$ cat config.mk
export PLATFORM = sky130hd
export DESIGN_NAME = bsu_exec_unit
export DESIGN_NICKNAME = d
export VERILOG_FILES = /design/src/rtl/bsu_pkg.sv /design/src/rtl/bsu_cond_sel.sv /design/src/rtl/bsu_exec_unit.sv /design/src/rtl/bsu_shift_unit.sv
export VERILOG_INCLUDE_DIRS = /design/src /design/src/rtl
export SDC_FILE = /design/constraint.sdc
export NUM_CORES = 1
export LEC_CHECK = 0
export BUFFER_PORTS_ARGS = -buffer_cell sky130_fd_sc_hd__buf_2
export CORE_UTILIZATION = 51
export DETAILED_ROUTE_END_ITERATION = 7
export GPL_TIMING_DRIVEN = 0
export PLACE_DENSITY = 0.83
export SYNTH_ARGS = -nofsm -noshare
export SYNTH_HDL_FRONTEND = slang
export SYNTH_HIERARCHICAL = 1
export SYNTH_SLANG_ARGS = --single-unit
$ cat constraint.sdc
create_clock -name ref_clk_i -period 2.6 [get_ports ref_clk_i]
set_input_delay 0.52 -clock ref_clk_i [delete_from_list [all_inputs] [get_ports ref_clk_i]]
set_output_delay 0.52 -clock ref_clk_i [all_outputs]
set_load 0.02 [all_outputs]
$ cat src/rtl/bsu_regs.svh
/*
 * Constants of the branch, skip and bit unit: status flag positions,
 * reset values and cycle counts.
 * Assumes inclusion by its bare name from the package and the modules.
 */
`ifndef BSU_REGS_SVH
`define BSU_REGS_SVH


// Status flag positions
`define BSU_FLAG_C 3'h0
`define BSU_FLAG_Z 3'h1
`define BSU_FLAG_N 3'h2
`define BSU_FLAG_V 3'h3
`define BSU_FLAG_S 3'h4
`define BSU_FLAG_H 3'h5
`define BSU_FLAG_T 3'h6
`define BSU_FLAG_I 3'h7

// Reset values
`define BSU_STATUS_FLAGS_REGISTER_RST 8'h00
`define BSU_PC_RST   16'h0000

// Extra busy cycles after the issue cycle
`define BSU_EXTRA_NONE 2'h0
`define BSU_EXTRA_ONE  2'h1
`define BSU_EXTRA_TWO  2'h2

`endif

$ cat src/rtl/bsu_pkg.sv
/*
 * Types of the branch, skip and bit unit.
 * Assumes bsu_regs.svh is on the include path.
 */
package bsu_pkg;
	`include "bsu_regs.svh"

	// Operations handled by this unit
	typedef enum logic [4:0] {
		BSU_OP_NOP        = 5'h00,
		BSU_OP_SKIP_REG_LO = 5'h01,
		BSU_OP_SKIP_REG_HI = 5'h02,
		BSU_OP_SKIP_IO_LO  = 5'h03,
		BSU_OP_SKIP_IO_HI  = 5'h04,
		BSU_OP_BR_FLAG_HI  = 5'h05,
		BSU_OP_BR_FLAG_LO  = 5'h06,
		BSU_OP_BR_SIGN_GE  = 5'h07,
		BSU_OP_BR_SIGN_LT  = 5'h08,
		BSU_OP_IO_ONE      = 5'h09,
		BSU_OP_IO_ZERO     = 5'h0A,
		BSU_OP_ROT_UP      = 5'h0B,
		BSU_OP_ROT_DOWN    = 5'h0C,
		BSU_OP_SHR_SIGNED  = 5'h0D,
		BSU_OP_SHL_LOGIC   = 5'h0E,
		BSU_OP_SHR_LOGIC   = 5'h0F,
		BSU_OP_BIT_TO_T    = 5'h10,
		BSU_OP_T_TO_BIT    = 5'h11
	} bsu_op_t;

	// One issued instruction with its operands already fetched
	typedef struct packed {
		logic        valid;
		bsu_op_t     op;
		logic [2:0]  bit_sel;
		logic [5:0]  io_addr;
		logic [6:0]  k;
		logic [7:0]  reg_val;
		logic [7:0]  io_val;
		logic        next_two_word;
	} bsu_issue_t;

	// Whole state of the execution unit
	typedef struct packed {
		logic [15:0] pc;
		logic [7:0]  status_flags_register;
		logic [1:0]  busy_cnt;
		logic        busy;
		logic        rd_we;
		logic [7:0]  rd_data;
		logic        io_we;
		logic [5:0]  io_addr;
		logic [7:0]  io_data;
	} bsu_state_t;
endpackage

$ cat src/rtl/bsu_cond_sel.sv
/*
 * Branch condition selector: picks one status flag, or the signed
 * combination, and compares it with the wanted level.
 * Assumes the status register is stable in the issue cycle.
 */
`timescale 1ns/1ps
`include "bsu_regs.svh"
module bsu_cond_sel (
	// Status and selection
	input  wire logic [7:0] status_flags_register_i,
	input  wire logic [2:0] flag_sel_i,
	input  wire logic       signed_i,
	input  wire logic       want_one_i,
	// Result
	output logic            taken_o
);
	logic flag;

	// Z, C, N, H, T, V, I branches are all an index into the flags
	always_comb begin
		if (signed_i)
			flag = status_flags_register_i[`BSU_FLAG_N] ^ status_flags_register_i[`BSU_FLAG_V];
		else
			flag = status_flags_register_i[flag_sel_i];
		taken_o = (flag == want_one_i);
	end
endmodule // bsu_cond_sel

$ cat src/rtl/bsu_exec_unit.sv
/*
 * Execution unit for skips, flag branches, I/O bit forcing, shifts and
 * spare-bit moves. Holds the program counter and the status flags.
 * Assumes the core fetches operands before issue, writes rd_data_o back
 * to the issued destination register and io_data_o to io_addr_o, and
 * issues only while busy_o is low.
 */
`timescale 1ns/1ps
`include "bsu_regs.svh"
module bsu_exec_unit
	import bsu_pkg::*;
(
	// Clock and reset
	input  wire logic                ref_clk_i,
	input  wire logic                srst_i,
	// Instruction issue
	input  wire bsu_pkg::bsu_issue_t issue_i,
	// Flag load from the rest of the core
	input  wire logic                status_flags_register_we_i,
	input  wire logic [7:0]          status_flags_register_wdata_i,
	// Program flow
	output logic [15:0]              pc_o,
	output logic                     busy_o,
	// Status flags
	output logic [7:0]               status_flags_register_o,
	// Register write back
	output logic                     rd_we_o,
	output logic [7:0]               rd_data_o,
	// I/O write
	output logic                     io_we_o,
	output logic [5:0]               io_addr_o,
	output logic [7:0]               io_data_o
);
	bsu_state_t st;
	bsu_state_t next_st;

	logic       accept;
	logic       reg_bit;
	logic       io_bit;
	logic       br_taken;
	logic [7:0] sh_res;
	logic       sh_c;
	logic       sh_z;
	logic       sh_n;
	logic       sh_v;

	// One-hot mask of a selected bit, shared by I/O forcing and bit load
	function automatic logic [7:0] bit_mask(input logic [2:0] sel);
		bit_mask = 8'h01 << sel;
	endfunction

	// Sign-extended word displacement of a relative branch
	function automatic logic [15:0] rel_off(input logic [6:0] k);
		rel_off = {{9{k[6]}}, k};
	endfunction

	// Issue is taken only when nothing is in flight
	assign accept  = issue_i.valid && !st.busy;
	assign reg_bit = issue_i.reg_val[issue_i.bit_sel];
	assign io_bit  = issue_i.io_val[issue_i.bit_sel];

	// Flag condition for all relative branches
	bsu_cond_sel u_cond (
		.status_flags_register_i     (st.status_flags_register),
		.flag_sel_i (issue_i.bit_sel),
		.signed_i   ((issue_i.op == BSU_OP_BR_SIGN_GE) || (issue_i.op == BSU_OP_BR_SIGN_LT)),
		.want_one_i ((issue_i.op == BSU_OP_BR_FLAG_HI) || (issue_i.op == BSU_OP_BR_SIGN_LT)),
		.taken_o    (br_taken)
	);

	// Shift datapath, carry taken from the live flags
	bsu_shift_unit u_shift (
		.op_i    (issue_i.op),
		.val_i   (issue_i.reg_val),
		.carry_i (st.status_flags_register[`BSU_FLAG_C]),
		.res_o   (sh_res),
		.c_o     (sh_c),
		.z_o     (sh_z),
		.n_o     (sh_n),
		.v_o     (sh_v)
	);

	// Next-state logic; write strobes last one cycle
	always_comb begin
		next_st       = st;
		next_st.rd_we = 1'b0;
		next_st.io_we = 1'b0;
		if (status_flags_register_we_i)
			next_st.status_flags_register = status_flags_register_wdata_i;
		if (st.busy) begin
			// Wait out the extra cycles of a multi-cycle op
			next_st.busy_cnt = st.busy_cnt - 2'h1;
			next_st.busy     = (st.busy_cnt != `BSU_EXTRA_ONE);
		end else if (accept) begin
			next_st.pc = st.pc + 16'h0001;
			case (issue_i.op)
				BSU_OP_SKIP_REG_LO,
				BSU_OP_SKIP_REG_HI,
				BSU_OP_SKIP_IO_LO,
				BSU_OP_SKIP_IO_HI: begin
					// Skip length follows the size of the next word
					if (((issue_i.op == BSU_OP_SKIP_REG_LO) && !reg_bit) ||
					    ((issue_i.op == BSU_OP_SKIP_REG_HI) && reg_bit) ||
					    ((issue_i.op == BSU_OP_SKIP_IO_LO) && !io_bit) ||
					    ((issue_i.op == BSU_OP_SKIP_IO_HI) && io_bit)) begin
						if (issue_i.next_two_word) begin
							next_st.pc       = st.pc + 16'h0003;
							next_st.busy_cnt = `BSU_EXTRA_TWO;
						end else begin
							next_st.pc       = st.pc + 16'h0002;
							next_st.busy_cnt = `BSU_EXTRA_ONE;
						end
						next_st.busy = 1'b1;
					end
				end
				BSU_OP_BR_FLAG_HI,
				BSU_OP_BR_FLAG_LO,
				BSU_OP_BR_SIGN_GE,
				BSU_OP_BR_SIGN_LT: begin
					// Taken branch costs one extra cycle for the refetch
					if (br_taken) begin
						next_st.pc       = st.pc + rel_off(issue_i.k) + 16'h0001;
						next_st.busy_cnt = `BSU_EXTRA_ONE;
						next_st.busy     = 1'b1;
					end
				end
				BSU_OP_IO_ONE,
				BSU_OP_IO_ZERO: begin
					// Read-modify-write of the whole I/O byte
					next_st.io_we   = 1'b1;
					next_st.io_addr = issue_i.io_addr;
					if (issue_i.op == BSU_OP_IO_ONE)
						next_st.io_data = issue_i.io_val | bit_mask(issue_i.bit_sel);
					else
						next_st.io_data = issue_i.io_val & ~bit_mask(issue_i.bit_sel);
					next_st.busy_cnt = `BSU_EXTRA_ONE;
					next_st.busy     = 1'b1;
				end
				BSU_OP_ROT_UP,
				BSU_OP_ROT_DOWN,
				BSU_OP_SHR_SIGNED,
				BSU_OP_SHL_LOGIC,
				BSU_OP_SHR_LOGIC: begin
					next_st.rd_we              = 1'b1;
					next_st.rd_data            = sh_res;
					next_st.status_flags_register[`BSU_FLAG_C]  = sh_c;
					next_st.status_flags_register[`BSU_FLAG_Z]  = sh_z;
					next_st.status_flags_register[`BSU_FLAG_N]  = sh_n;
					next_st.status_flags_register[`BSU_FLAG_V]  = sh_v;
				end
				BSU_OP_BIT_TO_T: begin
					next_st.status_flags_register[`BSU_FLAG_T] = reg_bit;
				end
				BSU_OP_T_TO_BIT: begin
					// Flags untouched; only the chosen bit changes
					next_st.rd_we = 1'b1;
					if (st.status_flags_register[`BSU_FLAG_T])
						next_st.rd_data = issue_i.reg_val | bit_mask(issue_i.bit_sel);
					else
						next_st.rd_data = issue_i.reg_val & ~bit_mask(issue_i.bit_sel);
				end
				default: begin
					next_st.pc = st.pc + 16'h0001;
				end
			endcase
		end
	end

	// State register; reset loads constants only
	always_ff @(posedge ref_clk_i) begin
		if (srst_i) begin
			st          <= '0;
			st.pc       <= `BSU_PC_RST;
			st.status_flags_register     <= `BSU_STATUS_FLAGS_REGISTER_RST;
			st.busy_cnt <= `BSU_EXTRA_NONE;
		end else begin
			st <= next_st;
		end
	end

	// Outputs straight from the state flops
	assign pc_o      = st.pc;
	assign busy_o    = st.busy;
	assign status_flags_register_o    = st.status_flags_register;
	assign rd_we_o   = st.rd_we;
	assign rd_data_o = st.rd_data;
	assign io_we_o   = st.io_we;
	assign io_addr_o = st.io_addr;
	assign io_data_o = st.io_data;
endmodule // bsu_exec_unit

$ cat src/rtl/bsu_shift_unit.sv
/*
 * Shift and rotate datapath with its flag results.
 * Assumes carry in is the current borrow-out flag.
 */
`timescale 1ns/1ps
module bsu_shift_unit
	import bsu_pkg::*;
(
	// Operand
	input  wire bsu_pkg::bsu_op_t op_i,
	input  wire logic [7:0]       val_i,
	input  wire logic             carry_i,
	// Result and flags
	output logic [7:0]            res_o,
	output logic                  c_o,
	output logic                  z_o,
	output logic                  n_o,
	output logic                  v_o
);
	// Carry out is the bit pushed off the end for every shift op; other ops pass carry in through
	always_comb begin
		case (op_i)
			BSU_OP_ROT_UP: begin
				res_o = {val_i[6:0], carry_i};
				c_o   = val_i[7];
			end
			BSU_OP_ROT_DOWN: begin
				res_o = {carry_i, val_i[7:1]};
				c_o   = val_i[0];
			end
			BSU_OP_SHR_SIGNED: begin
				res_o = {val_i[7], val_i[7:1]};
				c_o   = val_i[0];
			end
			BSU_OP_SHL_LOGIC: begin
				res_o = {val_i[6:0], 1'b0};
				c_o   = val_i[7];
			end
			BSU_OP_SHR_LOGIC: begin
				res_o = {1'b0, val_i[7:1]};
				c_o   = val_i[0];
			end
			default: begin
				res_o = val_i;
				c_o   = carry_i;
			end
		endcase
		z_o = (res_o == 8'h00);
		n_o = res_o[7];
		v_o = res_o[7] ^ c_o;
	end
endmodule // bsu_shift_unit

==> results of run 1 <==
-- worst max path at each step --
stage                          startpoint       end  slack, ns  cells past startpoint
3_3_place_gp                  issue_i[35]   pc_o[5]      -0.53                     15
4_1_cts        status_flags_register_o[7]  pc_o[15]     -0.008                      8
5_1_grt                           pc_o[0]  pc_o[12]      -0.04                     13
3_5_place_dp                  issue_i[35]   pc_o[5]      -0.55                     15
6_report       status_flags_register_o[7]  pc_o[12]       0.08                      9
2_1_floorplan                 issue_i[30]  pc_o[15]      0.001                      8
-- power by group through the flow --
stage,sequential (uW),combinational (uW),clock (uW)
after floorplan,877,590,0
after global placement,886,783,0
after detailed placement,890,803,0
after CTS,870,865,476
after global routing,879,978,505
final,873,901,472
-- critical path, stage by stage, from the launching register on --
cell and delay (ns):
dfxtp_2 0.33, mux4_2 0.45, and2_4 0.16, o41ai_4 0.27, xor2_1 0.20, clkbuf_8 0.20, o221ai_4 0.18, buf_6 0.21
a221oi_2 0.29, a211oi_2 0.10
-- state kept, by name, indices dropped and copies added (netlist names) --
signal                   count
io_we_o                      1
pc_o                        16
rd_data_o                    8
io_addr_o                    6
busy_o                       1
io_data_o                    8
st                           2
rd_we_o                      1
status_flags_register_o      8
-- routing by layer --
layer / track usage (%) / part of all wire [%] / vias up
met5: 0 / 0 / -
met4: 11.0 / 3.2 / 0
met3: 2.83 / 4.8 / 48
met2: 52.4 / 50 / 212
met1: 33.6 / 42 / 2479
li1: - / - / 2579
-- placed cells by master, fill, tap and decap left out, drive strengths merged, types with 4 or more instances in the layout --
cell	synthesis	layout
dfxtp	51	51
a21o	9	9
nor2	89	89
a221oi	7	7
nand4	6	6
nand2b	12	12
xnor2	18	18
a311oi	4	4
or2	4	4
clkbuf	24	29
a211oi	24	24
o22ai	14	14
inv	10	10
a22o	5	5
mux2i	33	33
ha	20	20
buf	65	174
and2	7	7
nor3	13	13
nand3b	5	5
a21oi	47	47
nand3	20	20
nor3b	5	5
and3	4	4
nor2b	15	15
mux2	4	4
o221ai	3	4
a31oi	7	7
a22oi	5	5
nand2	42	42
xor2	12	12
o21ai	27	27
-- metrics by stage --
stage               setup TNS [ns]  utilization, %  setup WS [ns]  total power [uW]
finish                           0            64.5         0.0827              2250
global route                -0.122            64.5        -0.0446              2360
CTS                       -0.00802            63.5       -0.00802              2210
detailed placement          -11.12            60.4         -0.552              1690
global placement             -8.75            60.4         -0.528              1670
floorplan                        0               -        0.00100              1470
-- repair_timing --
action / in CTS / in global routing
cloned: 2 / 0
setup buffers: 12 / 4
setup endpoints to repair: 14 / 37
pin swaps: 16 / 18
gates resized for setup: 24 / 28
-- final cells by class --
type / instances / area (um2) / area share (%)
plain buffers: 87 / 589 / 9.70
inverters: 10 / 40.0 / 0.659
well taps: 129 / 161 / 2.66
repair buffers: 111 / 608 / 10.0
clock buffers: 5 / 68.8 / 1.13
flip-flops and latches: 51 / 1030 / 17.0
multi-input cells: 508 / 3560 / 58.6
clock inverters: 2 / 13.8 / 0.226
-- cell families after synthesis --
group / count (synthesis) / share of synthesized area (%)
xor gates and xnor gates: 30 / 5.21
AOI/OAI and AO/OA: 181 / 25.3
DFF: 51 / 20.3
buffers and inverters: 99 / 12.0
muxes: 38 / 7.97
adders and majority gates: 21 / 5.36
and+or+nand+nor: 237 / 23.9
==> impl_results.md, run 1 <==
* Outcome: complete, no violations
* CTS tree: done
* Fraction of layout cells with a size suffix above 1 at 31.7%
* Pint at 1410 uW
* Worst reg2reg path endpoint: pc_o[12]
* Synth area leader: dfxtp_1
* Clk pwr share at 21.0%
* Pwr Density at 370 nW/um2
* Antenna Cells at 0
* Syn Area/Cell at 7.67 um2
* Die area at 10300 um2
* Post-synth top cells: 88 x nor2_1, 51 x dfxtp_1, 50 x buf_4, 47 x a21oi_1, 41 x nand2_1
* R2R Path Start: status_flags_register_o[7]
* Port bufs at 95
* Psw at 834 uW
* Area Growth Syn to Fin at 20.6%
* Yosys cell types at 84
* H-tree depth at 2
* Bufs on Longest Clock Path at 2
* Design area at 6080 um2
* Hold WS at 0.440 ns
* Clk_lat worst skew at 0.32 ns
* Post-route minimum period at 2.52 ns
* Clock slew seen by the registers of the worst setup and hold paths at 0.10 ns
* Number of global-route vias before repair at 4997
* Data arrival, critical path at 2.70 ns
* Drt wl/cell at 16.2 um
* Global-route wire length before repair at 23200 um
* Post-Syn Instances at 657
* Final Skew at 0.00616 ns
* DRC at 0
* Syn Std Cell Area at 5040 um2
* Number of max-cap violations at 0
* Synth Flop Type: dfxtp_1
* Crit Path Category: flip-flop to flip-flop
* Top-area cell type share of the netlist area at 20.3%
* EDFF count, synth at 0
* Number of synthesized register bits at 51
* Placed insts at 881
* Hold path cells at 3
* Tot GR Track Use at 28.4%
* Most frequent cell after synthesis: nor2_1
* Worst Hold Launch: issue_i[26]
* FP Rows at 35
* R2R depth at 9
* CTS root buffer: clkbuf_8
* Std-Cell Core Area at 9420 um2
* Pins Over Slew Limit at 0
* Yosys Warn Count at 6
* Via Count at 5318
* 1st-pass router iterations at 7
* I/O pin total at 99
* Period utilization at 96.8%
* Gr ovfl total at 0
* Fill cell count at 829
* Final WL at 14700 um
* Asr flop ratio synth at 0%
* Register area share after synthesis at 20.3%
* Gpl congestion at 0.961
* Setup Viol. Count Final at 0
* Die Height at 101 um
* DRT iter0 DRCs at 284
* Startpoint Class: flip-flop
* Non-filler instance count after layout at 903
* Initial Util at 53.5%
* Hpwl dp at 10900 um
* Cts bufs inserted at 5
* Slew Limit Headroom at 48.4%
* Via density at 5.89
* Fin. Hold Viols at 0
* Worst-Margin Slew at 0.771 ns
* HP Class: input port to flip-flop
* Post-DRT Antenna Nets at 0
* Max IR drop VDD at 209 uV
* Layout Nets at 845
* Worst endpoint required time at 2.78 ns
* R2R setup slack at 0.08 ns
* CTS Hold Buffers Added at 0
* Initial antenna violation count at 0
* Worst Hold End: io_addr_o[2]
* Ranking of synthesized cells by area: dfxtp_1 20%, buf_4 7.4%, mux2i_1 6.6%
* Critical-path maximum fanout at 8
* Die X at 101 um
* Switching Share at 37.1%
* CP Capture Type: flip-flop
* Register share of total power at 38.9%
* Area after DPL at 5690 um2
* Pin count of the biggest net entering global routing at 16
* Logic pwr share at 40.1%
* Clock sink count at 51
* RSZ-0062 raised after global routing: true
* Pleak at 0.00265 uW
* FMAX at 397 MHz
* Synth Net Count at 728
No activity file was read; power rests on OpenSTA's default activity.
==> run 2: changes to the inputs <==
--- a/config.mk
+++ b/config.mk
@@ -7,6 +7,7 @@
 export NUM_CORES = 1
 export LEC_CHECK = 0
 export BUFFER_PORTS_ARGS = -buffer_cell sky130_fd_sc_hd__buf_2
+export CORE_ASPECT_RATIO = 1.2
 export CORE_UTILIZATION = 51
 export DETAILED_ROUTE_END_ITERATION = 7
 export GPL_TIMING_DRIVEN = 0
==> run 2 against run 1 <==
  * The flow now finishes with violations (setup timing)
  * Via count grew 2.9%
  * Non-clock buffer count grew 3
  * Worst setup slack lost 0.11 ns
  * Die area is essentially flat
  * Final area grew 3.1%
  * Fmax shrank 4.1%
  * Clock skew grew 0.0027 ns
  * Register-to-register slack lost 0.08 ns
  * Routed wire length grew 6.6%
  * Sequential share of layout area shrank 0.51 points
  * Hold slack gained 0.014 ns
==> impl_results.md, run 2 (same netlist as run 1, synthesis figures left out) <==
* Initial Util at 52.7% (-0.83 points)
* Initial antenna violation count at 0 (unchanged)
* Pin count of the biggest net entering global routing at 19 (+3)
* Gpl congestion at 0.980 (+1.9%)
* CTS root buffer: clkbuf_16
* Final Skew at 0.00887 ns (+0.00272 ns)
* Final WL at 15600 um (+6.6%)
* 1st-pass router iterations at 5 (-2)
* Placed insts at 875 (-0.68%)
* Die area at 10300 um2 (about the same)
* Post-DRT Antenna Nets at 0 (unchanged)
* Tot GR Track Use at 29.1% (+0.75 points)
* Pins Over Slew Limit at 0 (unchanged)
* Number of global-route vias before repair at 5205 (+4.2%)
* FMAX at 381 MHz (-4.1%)
* Fin. Hold Viols at 0 (unchanged)
* Area Growth Syn to Fin at 24.2%
* Setup Viol. Count Final at 2 (+2)
* Drt wl/cell at 17.3 um (+6.9%)
* Via Count at 5474 (+2.9%)
* Max FFs per register at 16 (unchanged)
* DRT iter0 DRCs at 289 (+1.8%)
* Clock slew seen by the registers of the worst setup and hold paths at 0.08 ns (-0.02 ns)
* Global-route wire length before repair at 24500 um (+5.3%)
* Worst endpoint required time at 2.75 ns (-0.03 ns)
* Worst-Margin Slew at 0.826 ns (+0.0552 ns)
* Outcome: finished, violations left
* Via density at 6.08 (+3.2%)
* Max IR drop VDD at 363 uV (+74%)
* Std-Cell Core Area at 9560 um2 (+1.6%)
* Bufs on Longest Clock Path at 2 (unchanged)
* Share of the core filled with cells at 65.5% (+0.94 points)
* Commonest non-fill, non-tap cell in the layout: buf_2
* Clk_lat worst skew at 0.30 ns (-0.02 ns)
* RSZ-0062 raised after global routing: true
* Clock sink count at 51 (unchanged)
* Gr ovfl total at 0 (unchanged)
* DRC at 0 (unchanged)
* CP Capture Type: flip-flop
* Violated checks: setup timing
* HP Class: input port to flip-flop
* I/O pin total at 99 (unchanged)
* CTS tree: done
* Cts bufs inserted at 5 (unchanged)
* Antenna Cells at 0 (unchanged)
* Most frequent cells in the layout: 100 x buf_2, 86 x nor2_1, 66 x buf_4
* H-tree depth at 2 (unchanged)
* Pleak at 0.00272 uW (+2.6%)
* Data arrival, critical path at 2.78 ns (+0.08 ns)
* Setup TNS at -0.0344 ns (-0.0344 ns)
* Slew Limit Headroom at 44.8% (-3.7 points)
* Post-route minimum period at 2.62 ns (+0.107 ns)
* Die Height at 111 um (+9.4%)
* Hpwl dp at 11200 um (+3.3%)
* Setup WS post-layout at -0.0247 ns (-0.107 ns)
* Critical-path maximum fanout at 9 (+1)
* FP Rows at 39 (+11%)
* Pwr Density at 402 nW/um2 (+8.6%)
* Startpoint Class: input port
* Non-filler instance count after layout at 901 (-0.22%)
* Fraction of layout cells with a size suffix above 1 at 33.5% (+1.9 points)
* Die X at 92.8 um (-8.5%)
* Number of max-cap violations at 0 (unchanged)
* Crit Path Category: input port to flip-flop
* Layout Nets at 848 (+0.36%)
* Period utilization at 101% (+4.1 points)
* Port bufs at 95 (unchanged)
-- run 2: cell count changes in the layout (fill, tap and decap cells not counted), sizes merged --
| cell | delta |
|---|---|
| clkinvlp | +1 |
| buf | +3 |
-- run 2: metrics by stage --
step           cell area [um2]  hold slack (ns)  total power, uW  setup WS [ns]
4_1_cts                   6020            0.461             2440        -0.0400
6_report                  6260            0.454             2520        -0.0247
5_1_grt                   6260            0.476             2610        -0.0830
3_3_place_gp              5680            0.475             1670         -0.507
3_5_place_dp              5680            0.490             1690         -0.658
2_1_floorplan             5050            0.462             1470        0.00100
-- run 2: worst max-delay path, cell delays in order --
cell	delay, ns
buf_2	0.12
buf_4	0.18
clkinvlp_4	0.15
a2bb2oi_2	0.18
nor2_1	0.10
or4_4	0.52
nand3_4	0.17
o221ai_4	0.19
buf_6	0.20
a22oi_2	0.14
a22o_1	0.20
a211oi_2	0.08
-- run 2: worst paths after layout --
path                         startpoint  slack (ns)  cells past startpoint            to
max                         issue_i[31]       -0.02                     12      pc_o[10]
min                         issue_i[26]        0.45                      3  io_addr_o[2]
max reg2reg  status_flags_register_o[6]           0                     10      pc_o[10]
min reg2reg                io_addr_o[0]        0.50                      2  io_addr_o[0]
-- run 2: cell type report --
class | count | area, um2
clock buffer | 5 | 125
buffer | 87 | 593
inverter | 10 | 43.8
multi-input combinational | 508 | 3650
timing repair buffer | 114 | 639
clock inverter | 3 | 28.8
sequential | 51 | 1030
tap | 123 | 154
fill | 821 | 3300
-- run 2: what timing repair did --
| item | in CTS | in global routing |
|---|---|---|
| resized for setup | 26 | 46 |
| pin swaps | 13 | 18 |
| buffers inserted | 7 | 11 |
| cloned | 2 | 0 |
| setup endpoints to repair | 16 | 37 |
| hold buffers | 0 | 0 |
-- run 2: power breakdown --
group	internal (uW)	switching, uW	total, uW
Sequential	823	50.0	873
Clock	369	343	712
Combinational	414	517	931
Total	1610	910	2520
-- run 2: per-layer routing --
metal / vias up / track usage (%) / wire length, um
met4: 0 / 13.6 / 677
met5: - / 0 / 0
li1: 2592 / - / -
met1: 2550 / 33.5 / 6010
met3: 54 / 3.36 / 1010
met2: 278 / 52.5 / 7930
==> run 3: changes to the inputs <==
--- a/config.mk
+++ b/config.mk
@@ -8,10 +8,10 @@
 export LEC_CHECK = 0
 export BUFFER_PORTS_ARGS = -buffer_cell sky130_fd_sc_hd__buf_2
 export CORE_ASPECT_RATIO = 1.2
-export CORE_UTILIZATION = 51
+export CORE_UTILIZATION = 61
 export DETAILED_ROUTE_END_ITERATION = 7
 export GPL_TIMING_DRIVEN = 0
-export PLACE_DENSITY = 0.83
+export PLACE_DENSITY = 0.92
 export SYNTH_ARGS = -nofsm -noshare
 export SYNTH_HDL_FRONTEND = slang
 export SYNTH_HIERARCHICAL = 1
==> constraint.sdc (replaced) <==
create_clock -name ref_clk_i -period 3.25 [get_ports ref_clk_i]
set_input_delay 0.65 -clock ref_clk_i [delete_from_list [all_inputs] [get_ports ref_clk_i]]
set_output_delay 0.65 -clock ref_clk_i [all_outputs]
set_load 0.02 [all_outputs]
==> run 3 against run 2 <==
  * Worst setup slack improved by 0.22 ns
  * Final area decreased by 8.3%
  * Final cell count down 5.5%
  * Combinational power is 30% lower
  * Clock power down 42%
  * Largest power group is now registers
  * Clock skew decreased by 0.0040 ns
  * Clock-buffer cell count rose by 1
  * The run now ends clean
  * Routed wire length is 7.4% lower
  * Sequential cell count did not move
  * First-iteration DRC count increased by 33%
  * Critical path type unchanged
  * Die area shrank 16%
==> impl_results.md, run 3 (same netlist as run 1, synthesis figures left out) <==
* Layout Nets at 829 (-2.2%)
* HP Class: flip-flop to flip-flop
* RSZ-0062 raised after global routing: false
* Antenna Cells at 0 (unchanged)
* Most frequent cells in the layout: 105 x buf_2, 88 x nor2_1, 51 x dfxtp_1
* Crit-path cells: buf_2, mux4_2, and2_1, o41ai_2, xor2_1, clkbuf_2, and2_1, clkbuf_2, nand2_1, a21oi_1, nor2_1, nor3_1
* Post-DRT Antenna Nets at 0 (unchanged)
* Clk_lat worst skew at 0.31 ns (about the same)
* Area after DPL at 5630 um2 (-0.90%)
* Max IR drop VDD at 247 uV (-32%)
* Worst endpoint required time at 3.49 ns (+0.74 ns)
* Number of global-route vias before repair at 5174 (-0.60%)
* Placed insts at 844 (-3.5%)
* Fraction of layout cells with a size suffix above 1 at 26.6% (-6.9 points)
* 1st-pass router iterations at 5 (unchanged)
* Hpwl dp at 11000 um (-2.5%)
* Die Height at 102 um (-8.4%)
* Slowest Stage Delay on Critical Path at 0.52 ns (about the same)
* Die X at 85.0 um (-8.4%)
* Critical-path maximum fanout at 10 (+1)
* Pins Over Slew Limit at 0 (unchanged)
* Die area at 8630 um2 (-16%)
* Outcome: complete, no violations
* Number of max-cap violations at 0 (unchanged)
* R2R setup slack at 0.39 ns (+0.39 ns)
* Fill cell count at 627 (-24%)
* Startpoint Class: input port
* Fin. Hold Viols at 0 (unchanged)
* Post-CTS setup buffer count at 0 (-7)
* Pin count of the biggest net entering global routing at 17 (-2)
* Bufs on Longest Clock Path at 2 (unchanged)
* Pwr Density at 308 nW/um2 (-23%)
* Via Count at 5393 (-1.5%)
* Slew Limit Headroom at 42.3% (-2.5 points)
* Setup Viol. Count Final at 0 (-2)
* CP Capture Type: flip-flop
* Post-route minimum period at 3.05 ns
* Gr ovfl total at 0 (unchanged)
* I/O pin total at 99 (unchanged)
* Initial Util at 64.3% (+12 points)
* Period utilization at 93.9%
* Commonest non-fill, non-tap cell in the layout: buf_2
* CTS root buffer: clkbuf_8
* Clock slew seen by the registers of the worst setup and hold paths at 0.10 ns (+0.02 ns)
* Final Skew at 0.00485 ns (-0.00402 ns)
* Initial antenna violation count at 0 (unchanged)
* Via density at 6.34 (+4.3%)
* FP Rows at 35 (-10%)
* Drt wl/cell at 17.0 um (-1.9%)
* Hold WS at 0.505 ns (+0.0507 ns)
* Cts bufs inserted at 5 (unchanged)
* Non-filler instance count after layout at 851 (-5.5%)
* Clock sink count at 51 (unchanged)
* Design area at 5740 um2 (-8.3%)
* Area Growth Syn to Fin at 13.9%
* Global-route wire length before repair at 23800 um (-2.6%)
* CTS tree: done
* Pleak at 0.00254 uW (-6.7%)
* Std-Cell Core Area at 7840 um2 (-18%)
* H-tree depth at 2 (unchanged)
* Final WL at 14500 um (-7.4%)
* Port bufs at 95 (unchanged)
* Data arrival, critical path at 3.29 ns (+0.51 ns)
* FMAX at 328 MHz
* DRC at 0 (unchanged)
* DRT iter0 DRCs at 384 (+33%)
* Gpl congestion at 0.971 (-0.87%)
* Crit Path Category: input port to flip-flop
* Setup TNS at 0 ns (+0.0344 ns)
* Max FFs per register at 16 (unchanged)
* Total power at 1770 uW (-30%)
* Worst-Margin Slew at 0.864 ns (+0.0372 ns)
* CP max stage cell: mux4_2
* Tot GR Track Use at 34.0% (+4.9 points)
==> run 3: cell types whose count changed in the layout (fill, tap and decap cells not counted), moves of 4 or more <==
cell / before / now
dfxtp_2: 6 / 0
dfxtp_1: 44 / 51
buf_4: 66 / 50
buf_2: 100 / 105
a21oi_1: 42 / 46
clkbuf_16: 5 / 0
clkbuf_8: 1 / 6
buf_6: 7 / 3
==> run 3: repair_timing <==
action | in CTS | in global routing
gates resized for setup | 2 | 2
hold buffers | 0 | 0
endpoints found under the setup margin | 10 | 8
==> run 3: worst paths after layout <==
check	start	end	depth (start not counted)
worst min-delay path	rd_data_o[5]	rd_data_o[5]	2
worst min register to register	rd_data_o[5]	rd_data_o[5]	2
worst max register to register	pc_o[0]	pc_o[14]	12
worst max-delay path	issue_i[30]	pc_o[5]	12
==> run 3: critical path, delay by kind of cell <==
kind,cells,cell delay [ns]
XOR/XNOR,1,0.18
buffers and inverters,3,0.70
AND/OR/NAND/NOR,5,0.77
AO/OA/AOI/OAI,2,0.47
multiplexers,1,0.52
==> run 3: report_power, final <==
part / total, uW / switching [uW] / internal (uW)
sequential: 698 / 40.6 / 658
combinational: 655 / 373 / 283
clock: 412 / 237 / 175
total: 1770 / 651 / 1110
==> run 3: per-stage QoR <==
step                setup slack [ns]  util [%]
floorplan                      0.292         -
global placement              -0.444      71.8
detailed placement            -0.520      71.8
CTS                            0.172      73.1
global route                  0.0764      73.2
finish                         0.197      73.2
==> run 3: final cells by class <==
class | instances | area, um2 | share of cell area, %
plain buffers | 88 | 567 | 9.87
clock buffers | 6 | 82.6 | 1.44
clock inverters | 2 | 16.3 | 0.283
inverters | 10 | 37.5 | 0.654
multi-input cells | 507 | 3430 | 59.7
flip-flops and latches | 51 | 1020 | 17.8
well taps | 92 | 115 | 2.00
repair buffers | 95 | 475 | 8.28
==> run 3: routing by layer <==
layer | share of wire (%) | vias up | GRT usage (%)
li1 | - | 2541 | -
met1 | 39 | 2486 | 38.9
met5 | 0 | - | 0
met4 | 4.5 | 0 | 18.4
met3 | 6.7 | 77 | 4.32
met2 | 50 | 289 | 61.7
